==> src/hdl/lmpf_map.vh <==
// Timing counts and field codes for the resonant mode and protection sequencer
`ifndef LMPF_MAP_VH
`define LMPF_MAP_VH
`define LMPF_CLK_MHZ 250
`define LMPF_STB_ENTRY_MS 512
`define LMPF_STB_EXIT_MS 3
`define LMPF_OLP_SLOW_US 153900
`define LMPF_OLP_FAST_US 1990
`define LMPF_STB_ENTRY_CYC (`LMPF_STB_ENTRY_MS * 1000 * `LMPF_CLK_MHZ)
`define LMPF_STB_EXIT_CYC (`LMPF_STB_EXIT_MS * 1000 * `LMPF_CLK_MHZ)
`define LMPF_OLP_SLOW_CYC (`LMPF_OLP_SLOW_US * `LMPF_CLK_MHZ)
`define LMPF_OLP_FAST_CYC (`LMPF_OLP_FAST_US * `LMPF_CLK_MHZ)
`define LMPF_CNT_W 32
`define LMPF_RAMP_STEPS 8'h40
`define LMPF_ST_RUN 3'h0
`define LMPF_ST_RAMP_UP 3'h1
`define LMPF_ST_IDLE 3'h2
`define LMPF_ST_RAMP_DN 3'h3
`define LMPF_ST_OLP 3'h4
`define LMPF_ST_TSD 3'h5
`endif

==> src/hdl/lmpf_core.v <==
// Standby, burst, capacitive-mode and protection sequencer for the resonant half-bridge
// Overview of operation
// Standby entered after feedback low 512 ms
// Standby idles PFC gate, bursts bridge gates
// Standby exits after feedback high 3 ms
// Burst: feedback low ramps frequency up, stops
// Burst: feedback high restarts, ramps frequency down
// High side on, positive crossing flips sides
// Low side on, negative crossing flips sides
// Persistent capacitive mode triggers overload shutdown
// Sense at overcurrent level raises frequency
// Persistent overcurrent triggers overload shutdown
// Overload delay 153.9 ms slow, 1.99 ms fast
// Overload latches off, releases at low supply
// High driver enabled at bootstrap 6.8 V
// High driver disabled at bootstrap 6.4 V
// Overtemperature stops all switching
// Thermal release needs low supply, cool die
// Standby filter timers restart when condition lapses
// Overload timer runs only during fault condition
`include "lmpf_map.vh"
module lmpf_core #(
  parameter [31:0] STB_ENTRY_CYC = `LMPF_STB_ENTRY_CYC,
  parameter [31:0] STB_EXIT_CYC = `LMPF_STB_EXIT_CYC,
  parameter [31:0] OLP_SLOW_CYC = `LMPF_OLP_SLOW_CYC,
  parameter [31:0] OLP_FAST_CYC = `LMPF_OLP_FAST_CYC,
  parameter [7:0] RAMP_STEPS = `LMPF_RAMP_STEPS
) (
  // Clock and reset
  input wire clk,
  input wire rst_n,
  // Comparator pins
  input wire fb_above_stby_in,
  input wire fb_above_off_in,
  input wire fb_above_on_in,
  input wire rs_above_pos_in,
  input wire rs_below_neg_in,
  input wire rs_above_ocp_in,
  input wire rs_above_fast_in,
  input wire boot_above_on_in,
  input wire boot_above_off_in,
  input wire thermal_hot_in,
  input wire supply_low_in,
  // Gate requests from the oscillator
  input wire high_req,
  input wire low_req,
  // Gate and status outputs
  output reg pfc_gate_out,
  output reg high_gate_out,
  output reg low_gate_out,
  output reg bias_assist_en,
  output reg freq_raise,
  output reg [7:0] ramp_level,
  output reg standby,
  output reg bootstrap_lockout,
  output reg bridge_overcurrent,
  output reg bridge_overload,
  output reg thermal_shutdown,
  output reg cap_flip
);
  wire fb_stby;
  wire fb_off;
  wire fb_on;
  wire rs_pos;
  wire rs_neg;
  wire rs_ocp;
  wire rs_fast;
  wire boot_on;
  wire boot_off;
  wire hot;
  wire supply_lockout;
  // Comparator pins are asynchronous; each filter costs four cycles of latency
  lmpf_sync u_s0 (
    .clk(clk),
    .rst_n(rst_n),
    .pin_in(fb_above_stby_in),
    .level(fb_stby));
  lmpf_sync u_s1 (
    .clk(clk),
    .rst_n(rst_n),
    .pin_in(fb_above_off_in),
    .level(fb_off));
  lmpf_sync u_s2 (
    .clk(clk),
    .rst_n(rst_n),
    .pin_in(fb_above_on_in),
    .level(fb_on));
  lmpf_sync u_s3 (
    .clk(clk),
    .rst_n(rst_n),
    .pin_in(rs_above_pos_in),
    .level(rs_pos));
  lmpf_sync u_s4 (
    .clk(clk),
    .rst_n(rst_n),
    .pin_in(rs_below_neg_in),
    .level(rs_neg));
  lmpf_sync u_s5 (
    .clk(clk),
    .rst_n(rst_n),
    .pin_in(rs_above_ocp_in),
    .level(rs_ocp));
  lmpf_sync u_s6 (
    .clk(clk),
    .rst_n(rst_n),
    .pin_in(rs_above_fast_in),
    .level(rs_fast));
  lmpf_sync u_s7 (
    .clk(clk),
    .rst_n(rst_n),
    .pin_in(boot_above_on_in),
    .level(boot_on));
  lmpf_sync u_s8 (
    .clk(clk),
    .rst_n(rst_n),
    .pin_in(boot_above_off_in),
    .level(boot_off));
  lmpf_sync u_s9 (
    .clk(clk),
    .rst_n(rst_n),
    .pin_in(thermal_hot_in),
    .level(hot));
  lmpf_sync u_s10 (
    .clk(clk),
    .rst_n(rst_n),
    .pin_in(supply_low_in),
    .level(supply_lockout));

  // Filter timers
  wire stb_entry_done;
  wire stb_exit_done;
  wire olp_slow_done;
  wire olp_fast_done;
  reg cap_seen;
  wire fault_run;
  assign fault_run = rs_ocp || cap_seen;
  lmpf_timer #(.LIMIT(STB_ENTRY_CYC)) u_t_entry (
    .clk(clk),
    .rst_n(rst_n),
    .run(!fb_stby && !standby),
    .done(stb_entry_done));
  lmpf_timer #(.LIMIT(STB_EXIT_CYC)) u_t_exit (
    .clk(clk),
    .rst_n(rst_n),
    .run(fb_stby && standby),
    .done(stb_exit_done));
  // Slow timer sees overcurrent and capacitive mode; the fast one only the high sense level
  lmpf_timer #(.LIMIT(OLP_SLOW_CYC)) u_t_slow (
    .clk(clk),
    .rst_n(rst_n),
    .run(fault_run),
    .done(olp_slow_done));
  lmpf_timer #(.LIMIT(OLP_FAST_CYC)) u_t_fast (
    .clk(clk),
    .rst_n(rst_n),
    .run(rs_fast),
    .done(olp_fast_done));

  // Burst and protection state
  reg [2:0] state;
  reg [2:0] next_state;
  reg [7:0] next_ramp;
  wire olp_trip;
  assign olp_trip = olp_slow_done || olp_fast_done;
  always @* begin
    next_state = state;
    next_ramp = ramp_level;
    case (state)
      `LMPF_ST_RUN: begin
        next_ramp = 8'h00;
        if (standby && !fb_off)
          next_state = `LMPF_ST_RAMP_UP;
      end
      `LMPF_ST_RAMP_UP: begin
        if (fb_on)
          next_state = `LMPF_ST_RAMP_DN;
        else if (ramp_level == RAMP_STEPS)
          next_state = `LMPF_ST_IDLE;
        else
          next_ramp = ramp_level + 8'h01;
      end
      `LMPF_ST_IDLE: begin
        if (fb_on)
          next_state = `LMPF_ST_RAMP_DN;
        else if (!standby)
          next_state = `LMPF_ST_RAMP_DN;
      end
      `LMPF_ST_RAMP_DN: begin
        if (ramp_level == 8'h00)
          next_state = `LMPF_ST_RUN;
        else if (standby && !fb_off)
          next_state = `LMPF_ST_RAMP_UP;
        else
          next_ramp = ramp_level - 8'h01;
      end
      `LMPF_ST_OLP: begin
        next_ramp = 8'h00;
        if (supply_lockout)
          next_state = `LMPF_ST_RUN;
      end
      `LMPF_ST_TSD: begin
        next_ramp = 8'h00;
        if (supply_lockout && !hot)
          next_state = `LMPF_ST_RUN;
      end
      default: begin
        next_state = `LMPF_ST_RUN;
        next_ramp = 8'h00;
      end
    endcase
    // Thermal outranks overload; both override burst handling
    if (hot && state != `LMPF_ST_TSD)
      next_state = `LMPF_ST_TSD;
    else if (olp_trip && state != `LMPF_ST_OLP && state != `LMPF_ST_TSD)
      next_state = `LMPF_ST_OLP;
  end

  wire stopped;
  assign stopped = (state == `LMPF_ST_OLP) || (state == `LMPF_ST_TSD);
  wire bridge_idle;
  assign bridge_idle = stopped || (state == `LMPF_ST_IDLE);
  // Gates drop on the very edge that enters a stop, not one cycle later
  wire gates_off;
  assign gates_off = bridge_idle || (next_state == `LMPF_ST_OLP) || (next_state == `LMPF_ST_TSD);

  // Side flip on capacitive detection is held until the oscillator moves on
  reg rs_pos_d;
  reg rs_neg_d;
  reg force_low;
  reg force_high;
  wire cap_hi;
  wire cap_lo;
  assign cap_hi = high_gate_out && rs_pos_d && !rs_pos;
  assign cap_lo = low_gate_out && rs_neg_d && !rs_neg;

  always @(posedge clk or negedge rst_n) begin
    if (!rst_n) begin
      state <= `LMPF_ST_RUN;
      ramp_level <= 8'h00;
      standby <= 1'b0;
      pfc_gate_out <= 1'b0;
      high_gate_out <= 1'b0;
      low_gate_out <= 1'b0;
      bias_assist_en <= 1'b1;
      freq_raise <= 1'b0;
      bootstrap_lockout <= 1'b1;
      bridge_overcurrent <= 1'b0;
      bridge_overload <= 1'b0;
      thermal_shutdown <= 1'b0;
      cap_flip <= 1'b0;
      cap_seen <= 1'b0;
      rs_pos_d <= 1'b0;
      rs_neg_d <= 1'b0;
      force_low <= 1'b0;
      force_high <= 1'b0;
    end else begin
      state <= next_state;
      ramp_level <= next_ramp;
      rs_pos_d <= rs_pos;
      rs_neg_d <= rs_neg;
      if (stopped)
        standby <= 1'b0;
      else if (stb_entry_done)
        standby <= 1'b1;
      else if (stb_exit_done)
        standby <= 1'b0;
      if (boot_on)
        bootstrap_lockout <= 1'b0;
      else if (!boot_off)
        bootstrap_lockout <= 1'b1;
      bridge_overcurrent <= rs_ocp;
      freq_raise <= rs_ocp && !stopped;
      bridge_overload <= (next_state == `LMPF_ST_OLP);
      thermal_shutdown <= (next_state == `LMPF_ST_TSD);
      bias_assist_en <= (next_state != `LMPF_ST_OLP);
      // Flag only a flip that reaches the gates, never one swallowed by a stop
      cap_flip <= (cap_hi || cap_lo) && !gates_off;
      // Stays set until a dead time with both requests low and neither side forced
      if (cap_hi || cap_lo)
        cap_seen <= 1'b1;
      else if (!high_req && !low_req && !force_low && !force_high)
        cap_seen <= 1'b0;
      if (cap_hi)
        force_low <= 1'b1;
      else if (!high_req)
        force_low <= 1'b0;
      if (cap_lo)
        force_high <= 1'b1;
      else if (!low_req)
        force_high <= 1'b0;
      pfc_gate_out <= !stopped && !standby && next_state != `LMPF_ST_OLP && next_state != `LMPF_ST_TSD;
      if (gates_off) begin
        high_gate_out <= 1'b0;
        low_gate_out <= 1'b0;
      end else if (cap_hi) begin
        high_gate_out <= 1'b0;
        low_gate_out <= 1'b1;
      end else if (cap_lo) begin
        low_gate_out <= 1'b0;
        high_gate_out <= !bootstrap_lockout;
      end else begin
        high_gate_out <= !bootstrap_lockout && !force_low && (high_req || force_high) && !low_gate_out;
        low_gate_out <= !force_high && (low_req || force_low) && !high_gate_out;
      end
    end
  end
endmodule

==> src/hdl/lmpf_sync.v <==
// Three-stage pin synchroniser with agreement filter
module lmpf_sync (
  // Clock and reset
  input wire clk,
  input wire rst_n,
  // Pin and filtered level
  input wire pin_in,
  output reg level
);
  reg s1;
  reg s2;
  reg s3;
  always @(posedge clk or negedge rst_n) begin
    if (!rst_n) begin
      s1 <= 1'b0;
      s2 <= 1'b0;
      s3 <= 1'b0;
      level <= 1'b0;
    end else begin
      s1 <= pin_in;
      s2 <= s1;
      s3 <= s2;
      // Change only when the two settled stages agree
      if (s2 == s3)
        level <= s3;
    end
  end
endmodule

==> src/hdl/lmpf_timer.v <==
// Persistence timer: counts while a condition holds, clears when it lapses
module lmpf_timer #(
  parameter [31:0] LIMIT = 32'h0000_0010
) (
  // Clock and reset
  input wire clk,
  input wire rst_n,
  // Condition and result
  input wire run,
  output wire done
);
  reg [31:0] count;
  always @(posedge clk or negedge rst_n) begin
    if (!rst_n)
      count <= 32'h0;
    else if (!run)
      count <= 32'h0;
    else if (count < LIMIT)
      count <= count + 32'h1;
  end
  assign done = run && (count >= LIMIT);
endmodule
==> config.mk <==
export PLATFORM = sky130hd
export DESIGN_NAME = lmpf_core
export DESIGN_NICKNAME = d
export VERILOG_FILES = /design/src/hdl/lmpf_core.v /design/src/hdl/lmpf_sync.v /design/src/hdl/lmpf_timer.v
export VERILOG_INCLUDE_DIRS = /design/src /design/src/hdl
export SDC_FILE = /design/constraint.sdc
export NUM_CORES = 1
export LEC_CHECK = 0
export ABC_CLOCK_PERIOD_IN_PS = 3080
export CELL_PAD_IN_SITES_DETAIL_PLACEMENT = 1
export CELL_PAD_IN_SITES_GLOBAL_PLACEMENT = 2
export CORE_MARGIN = 2
export CORE_UTILIZATION = 42
export DETAILED_ROUTE_END_ITERATION = 8
export DONT_BUFFER_PORTS = 1
export PLACE_DENSITY = 0.8
export REMOVE_ABC_BUFFERS = 1
export SYNTH_ARGS = -nofsm -noshare
export SYNTH_HDL_FRONTEND = slang
export SYNTH_SLANG_ARGS = --single-unit
==> constraint.sdc <==
create_clock -name clk -period 3.08 [get_ports clk]
set_clock_uncertainty 0.15 [all_clocks]
set_input_delay 0.462 -clock clk [delete_from_list [all_inputs] [get_ports clk]]
set_output_delay 0.462 -clock clk [all_outputs]
set_load 0.05 [all_outputs]
* Word-level counts from Yosys, hierarchy flattened *
Index checks and enable logic that the tools add are counted.

storage, ports and cells
  bits in registers = 199
  logic and storage cells = 213

operators by class
  equal/unequal tests = 34
  reductions and logical operators = 57
  magnitude comparators = 8
  $add $sub $neg = 6
  bitwise operators = 1
  mux-type cells = 41

operator list
  operator                                                                               number
  32-bit 2-to-1 mux                                                                      8
  32-bit by 1-bit adder with 32-bit output, second input constant                        4
  32-bit by 19-bit greater-or-equal comparator with 1-bit output, second input constant  1
  32-bit by 20-bit greater-or-equal comparator with 1-bit output, second input constant  1
  32-bit by 26-bit greater-or-equal comparator with 1-bit output, second input constant  1
  32-bit by 27-bit greater-or-equal comparator with 1-bit output, second input constant  1
  32-bit by 19-bit < comparator with 1-bit output, second input constant                 1
  32-bit by 20-bit < comparator with 1-bit output, second input constant                 1
  32-bit by 26-bit < comparator with 1-bit output, second input constant                 1
  32-bit by 27-bit < comparator with 1-bit output, second input constant                 1
  8-bit 2-to-1 mux                                                                       4
  3-bit 2-to-1 mux                                                                       10
  1-bit logical AND                                                                      28
  8-bit case mux with 3 select lines                                                     1
  3-bit case mux with 6 select lines                                                     1
  1-bit 2-to-1 mux                                                                       17
  2-bit inequality test, second input constant                                           8
  1-bit logical NOT                                                                      15
  3-bit == test, second input constant                                                   4
  3-bit inequality test, second input constant                                           4
  1-bit == test                                                                          11
  1-bit logical OR                                                                       9
  8-bit by 1-bit adder with 8-bit output, second input constant                          1
  8-bit by 7-bit == test with 1-bit output, second input constant                        1
  10 further kinds                                                                       13

* Depth between registers and ports, before layout *
  depth after elaboration = 12
  depth in mapped cells = 10
  mapped depth without buffers = 9

* Hierarchy *
A second synthesis with hierarchy kept.

second synthesis, totals
  cells, all modules = 895
  area, all modules = 9337.7 sq um

modules (own cells, without submodules)
  module                  area each (sq um)  times used  cells an instance  sequential area each (sq um)
  lmpf_timer (u_t_slow)   1774.2             1           193                800.8
  lmpf_timer (u_t_entry)  1636.6             1           173                800.8
  lmpf_timer (u_t_exit)   1589.0             1           157                800.8
  lmpf_timer (u_t_fast)   1559.0             1           157                800.8
  lmpf_core               1554.0             1           160                678.2
  lmpf_sync               111.4              11          5                  100.1

* Worst setup path after synthesis *
Ideal clock, no wire load.

  path kind = register to register
  start = register state[0]
  end = register ramp_level[7]
  arrival time = 2475 ps
  required time = 2853 ps
  buffers on the path = 1
  clock period less this slack = 2701 ps
  stages on the path, launching flop included = 11
  setup slack = 379 ps
  library setup time = 77 ps
  cell sequence = dfrtp_1 clkbuf_1 nor2b_1 and2_1 ha_1 a21oi_1 o211ai_1 o41ai_1 xor2_1 or4_1 o21ai_1

between the ends
  word-level cells in the longest chain between the ends = 3
  elaborated cells between the ends (all ways) = 10

RTL lines
  element                                                                                               line             text
  from (decl)                                                                                           lmpf_core.v:160  reg [2:0] state;
  from (signal assigned)                                                                                lmpf_core.v:238  state <= `LMPF_ST_RUN;
  from (signal assigned)                                                                                lmpf_core.v:257  state <= next_state;
  3-bit by 1-bit == test with 1-bit output or 3-bit by 2-bit == test with 1-bit output (tied branches)  lmpf_core.v:168  case (state)
  2-bit inequality test (no source line) or 1-bit NOT (tied branches)                                   -
  5-bit AND reduction (no source line)                                                                  -
  to (signal assigned)                                                                                  lmpf_core.v:258  ramp_level <= next_ramp;
  to (decl)                                                                                             lmpf_core.v:53   output reg [7:0] ramp_level,

Several ways; a longest one is shown, not always the timed one.
A chain may end at the register's enable or synchronous reset.

* Worst setup path after layout *
  start = register state[2]
  end = register ramp_level[7]

The elaborated chain is that of the path after synthesis.

==> results.md <==
* Status: finished, violations left
* Failing checks: negative hold slack
* Initial drt markers at 286
* Largest net degree at the start of global routing at 200
* Largest family of logic cells by synthesized area: simple AND/OR/NAND/NOR gates
* Setup Buffers After CTS at 0
* Final GP Congestion at 0.831
* Port bufs at 0
* Worst-path clk slew at approximately 0.080 ns
* GRT Residual Overflow at 0
* Max VDD drop at between 0.0003 and 0.0004 V
* Crit Path Category: flop to flop
* FF+latch count, synth at 199
* Synth area leaders: dfrtp_1, xor2_1, nor2_1, nand2_1, nand4_1
* Multiplexer area fraction after synthesis at 0.00340
* Via density at ~5.5
* Yosys Warn Count at 0
* Starting Density at 0.425
* First-pass GRT wire length at between 30000 and 40000 um
* Drt drc at 0
* H-tree depth at 4
* Top Ports at 34
* Post-Synth Simple-Gate Area at 0.225
* Worst Tran Pin Value at 0.777 ns
* Final antenna-violating net count at 0
* Tot GR Track Use at 0.189
* Syn-to-layout area delta at 12.4%
* Slew Viols, Final at 0
* Layout cell share with drive strength beyond 1 at 0.0722
* Hold/Removal Path Class: input port to async pin
* Total chip power at 5.75 mW
* Slew HR at 0.480
* Worst setup EP type: flop
* Fin. Hold Viols at 199
* EDFF count, synth at 0
* Post-synth top area cell: dfrtp_1
* Pleak at 4.31 nW
* Sequential area share after synthesis at 0.564
* CP Data Required Time at 3.29 ns
* Share of the synthesized area in the top cell type at 0.558
* Setup-failing EPs final at 0
* Post-synthesis compound-gate area fraction at 0.0869
* Fin crit share at 0.920
* Routed WL per cell at 17.2 um
* Adder-cell share of the synthesized area at 0.0345
* Arr. time, crit path at 3.05 ns
* RSZ-0062 raised after global routing: false
* Distinct cell type count after synthesis at 58
* Core area at 20800 sq um
* Post-Syn Instances at 839
* Post-DP HPWL at 13000 um
* Die Y-Extent at roughly 150 um
* Rows at 53
* Placed cell count at 1102
* Clk buf depth at 2
* Clk root buf: clkbuf_16
* Hold_buf cts at 13
* Clock Latency Late Sink at 0.43 ns
* Avg Inst Size Synth at 10.5 sq um
* Total Negative Setup Slacks at 0 ns
* Max Cap Viol at 0
* Most common flop cell mapped by yosys: dfrtp_1
* Resized Gates After CTS at 0
* CTS tree: done
* Worst Setup Start Kind: flop
* Die area at 22200 sq um
* Vias in the first global route at 6785
* PwrDens at 578 nW/um^2
* Min Hold Slack at -0.442 ns
* Fin crit period at approximately 2.8 ns
* Sink Count at 199
* Pre-antenna DRT Iters at 4
* Post-route insts no fill at 1147
* Via count at approximately 6300
* Die W at 149 um
* Place WS at 0.251 ns
* Fin nets at 889
* # diodes at 0
* Initial antenna violation count at 0
* F_max at 353 MHz
* WL final at between 15000 and 20000 um
* Final worst slack at 0.247 ns
* Post-Synth XOR/XNOR Area at 0.0614
* CTS Buf Count at 17
* Critical path fanouts, max at 7
* Ys async rst share at 1.00
* Mapped cell area at about 8800 sq um
## synthesized netlist by cell type, types with 4 or more instances
library cell  count
or3_1            14
o21a_1            4
inv_1            26
nand2_1          63
o211ai_1          9
clkbuf_1         26
nand2b_1          9
and3_1           29
o31ai_1          15
xor2_1           42
and2_1           28
nand3_1          36
dfrtp_1         197
o21ai_0           9
or4_1            13
xnor2_1          20
nand4_1          34
nor2_1           96
o21ai_1          12
a21oi_1          35
a211oi_1          5
a21o_1            4
nor4_1           16
and4_1            6
nor3_1           16
ha_1             14
maj3_1           11
## layout make-up
type / count / area [sq um]
Multi-Input combinational cell: 584 / 3650
Fill cell: 2292 / 10900
Timing Repair Buffer: 31 / 265
Tap cell: 275 / 344
Sequential cell: 199 / 4980
Clock inverter: 15 / 174
Inverter: 26 / 97.6
Clock buffer: 17 / 425
## through the flow
step	cell area [sq um]	utilization
global placement	9210	0.442
floorplan	8720	-
detailed placement	9210	0.442
CTS	9930	0.477
finish	9930	0.477
global route	9930	0.477
## metal layers
metal / up-vias / global-route usage / wire length [um]
li1: 2990 / - / -
met1: 3255 / 0.241 / 8850
met2: 62 / 0.333 / 10200
met3: 19 / 0.0333 / 405
met4: 0 / 0.0519 / 214
met5: - / 0 / 0
## report_power, final
part / internal (mW) / switching, mW
combinational: 0.208 / 0.346
sequential: 2.73 / 0.220
clock: 1.10 / 1.14
## state kept, by name, indices dropped and copies added (netlist names), 3 cells and up
register,cells
u_t_entry.count,32
u_t_fast.count,32
u_t_exit.count,32
state,3
ramp_level,8
u_t_slow.count,32
## worst paths after layout
path / from / to / slack [ns] / depth (start not counted)
worst max-delay path: state[2] / ramp_level[7] / 0.25 / 9
worst min-delay path: rst_n / u_s8.level / -0.44 / 0
worst max register to register: state[2] / ramp_level[7] / 0.25 / 9
worst min register to register: u_s3.s1 / u_s3.s2 / 0.19 / 0
max in group asynchronous: rst_n / u_t_entry.count[2] / 2.95 / 0
min in group clk: high_req / cap_seen / 0.06 / 2
## cell families (layout without fill, tap and decap cells)
logic type,Yosys count,in the layout
muxes,3,3
adders and majority gates,26,26
AOI/OAI and AO/OA,115,115
xor gates and xnor gates,62,62
buffers and inverters,56,89
DFF,199,199
and+or+nand+nor,378,378
## layout by cell type, fill, tap and decap left out, types with 3 or more instances in the layout
master and n:
a211oi_1 5, or3_1 14, buf_4 18, dlygate4sd3_1 13, nand4_1 34, inv_8 6, or2_2 3, inv_1 26
clkbuf_16 17, or4_1 13, and4_1 6, dfrtp_1 197, xnor2_1 20, nor2_1 96, o21ai_0 9, o21ai_1 12
nand2b_1 9, a31oi_1 3, nand3_1 36, nor4_1 16, mux2i_1 3, xor2_1 42, ha_1 14, and3_1 29
a21o_1 4, maj3_1 11, o31ai_1 15, o21a_1 4, o21bai_1 3, a21oi_1 35, o211ai_1 9, clkinv_8 4
nand2_1 63, nor3_1 16, and2_1 28
## critical path, cell delays in order (launching register included)
cell and delay [ns]:
dfrtp_1 0.38, nor2b_1 0.20, and2_1 0.33, ha_1 0.30, a21oi_1 0.23, o211ai_1 0.17
o41ai_1 0.38, xor2_1 0.13, or4_1 0.41, o21ai_1 0.08
No activity file was read; power rests on OpenSTA's default activity.
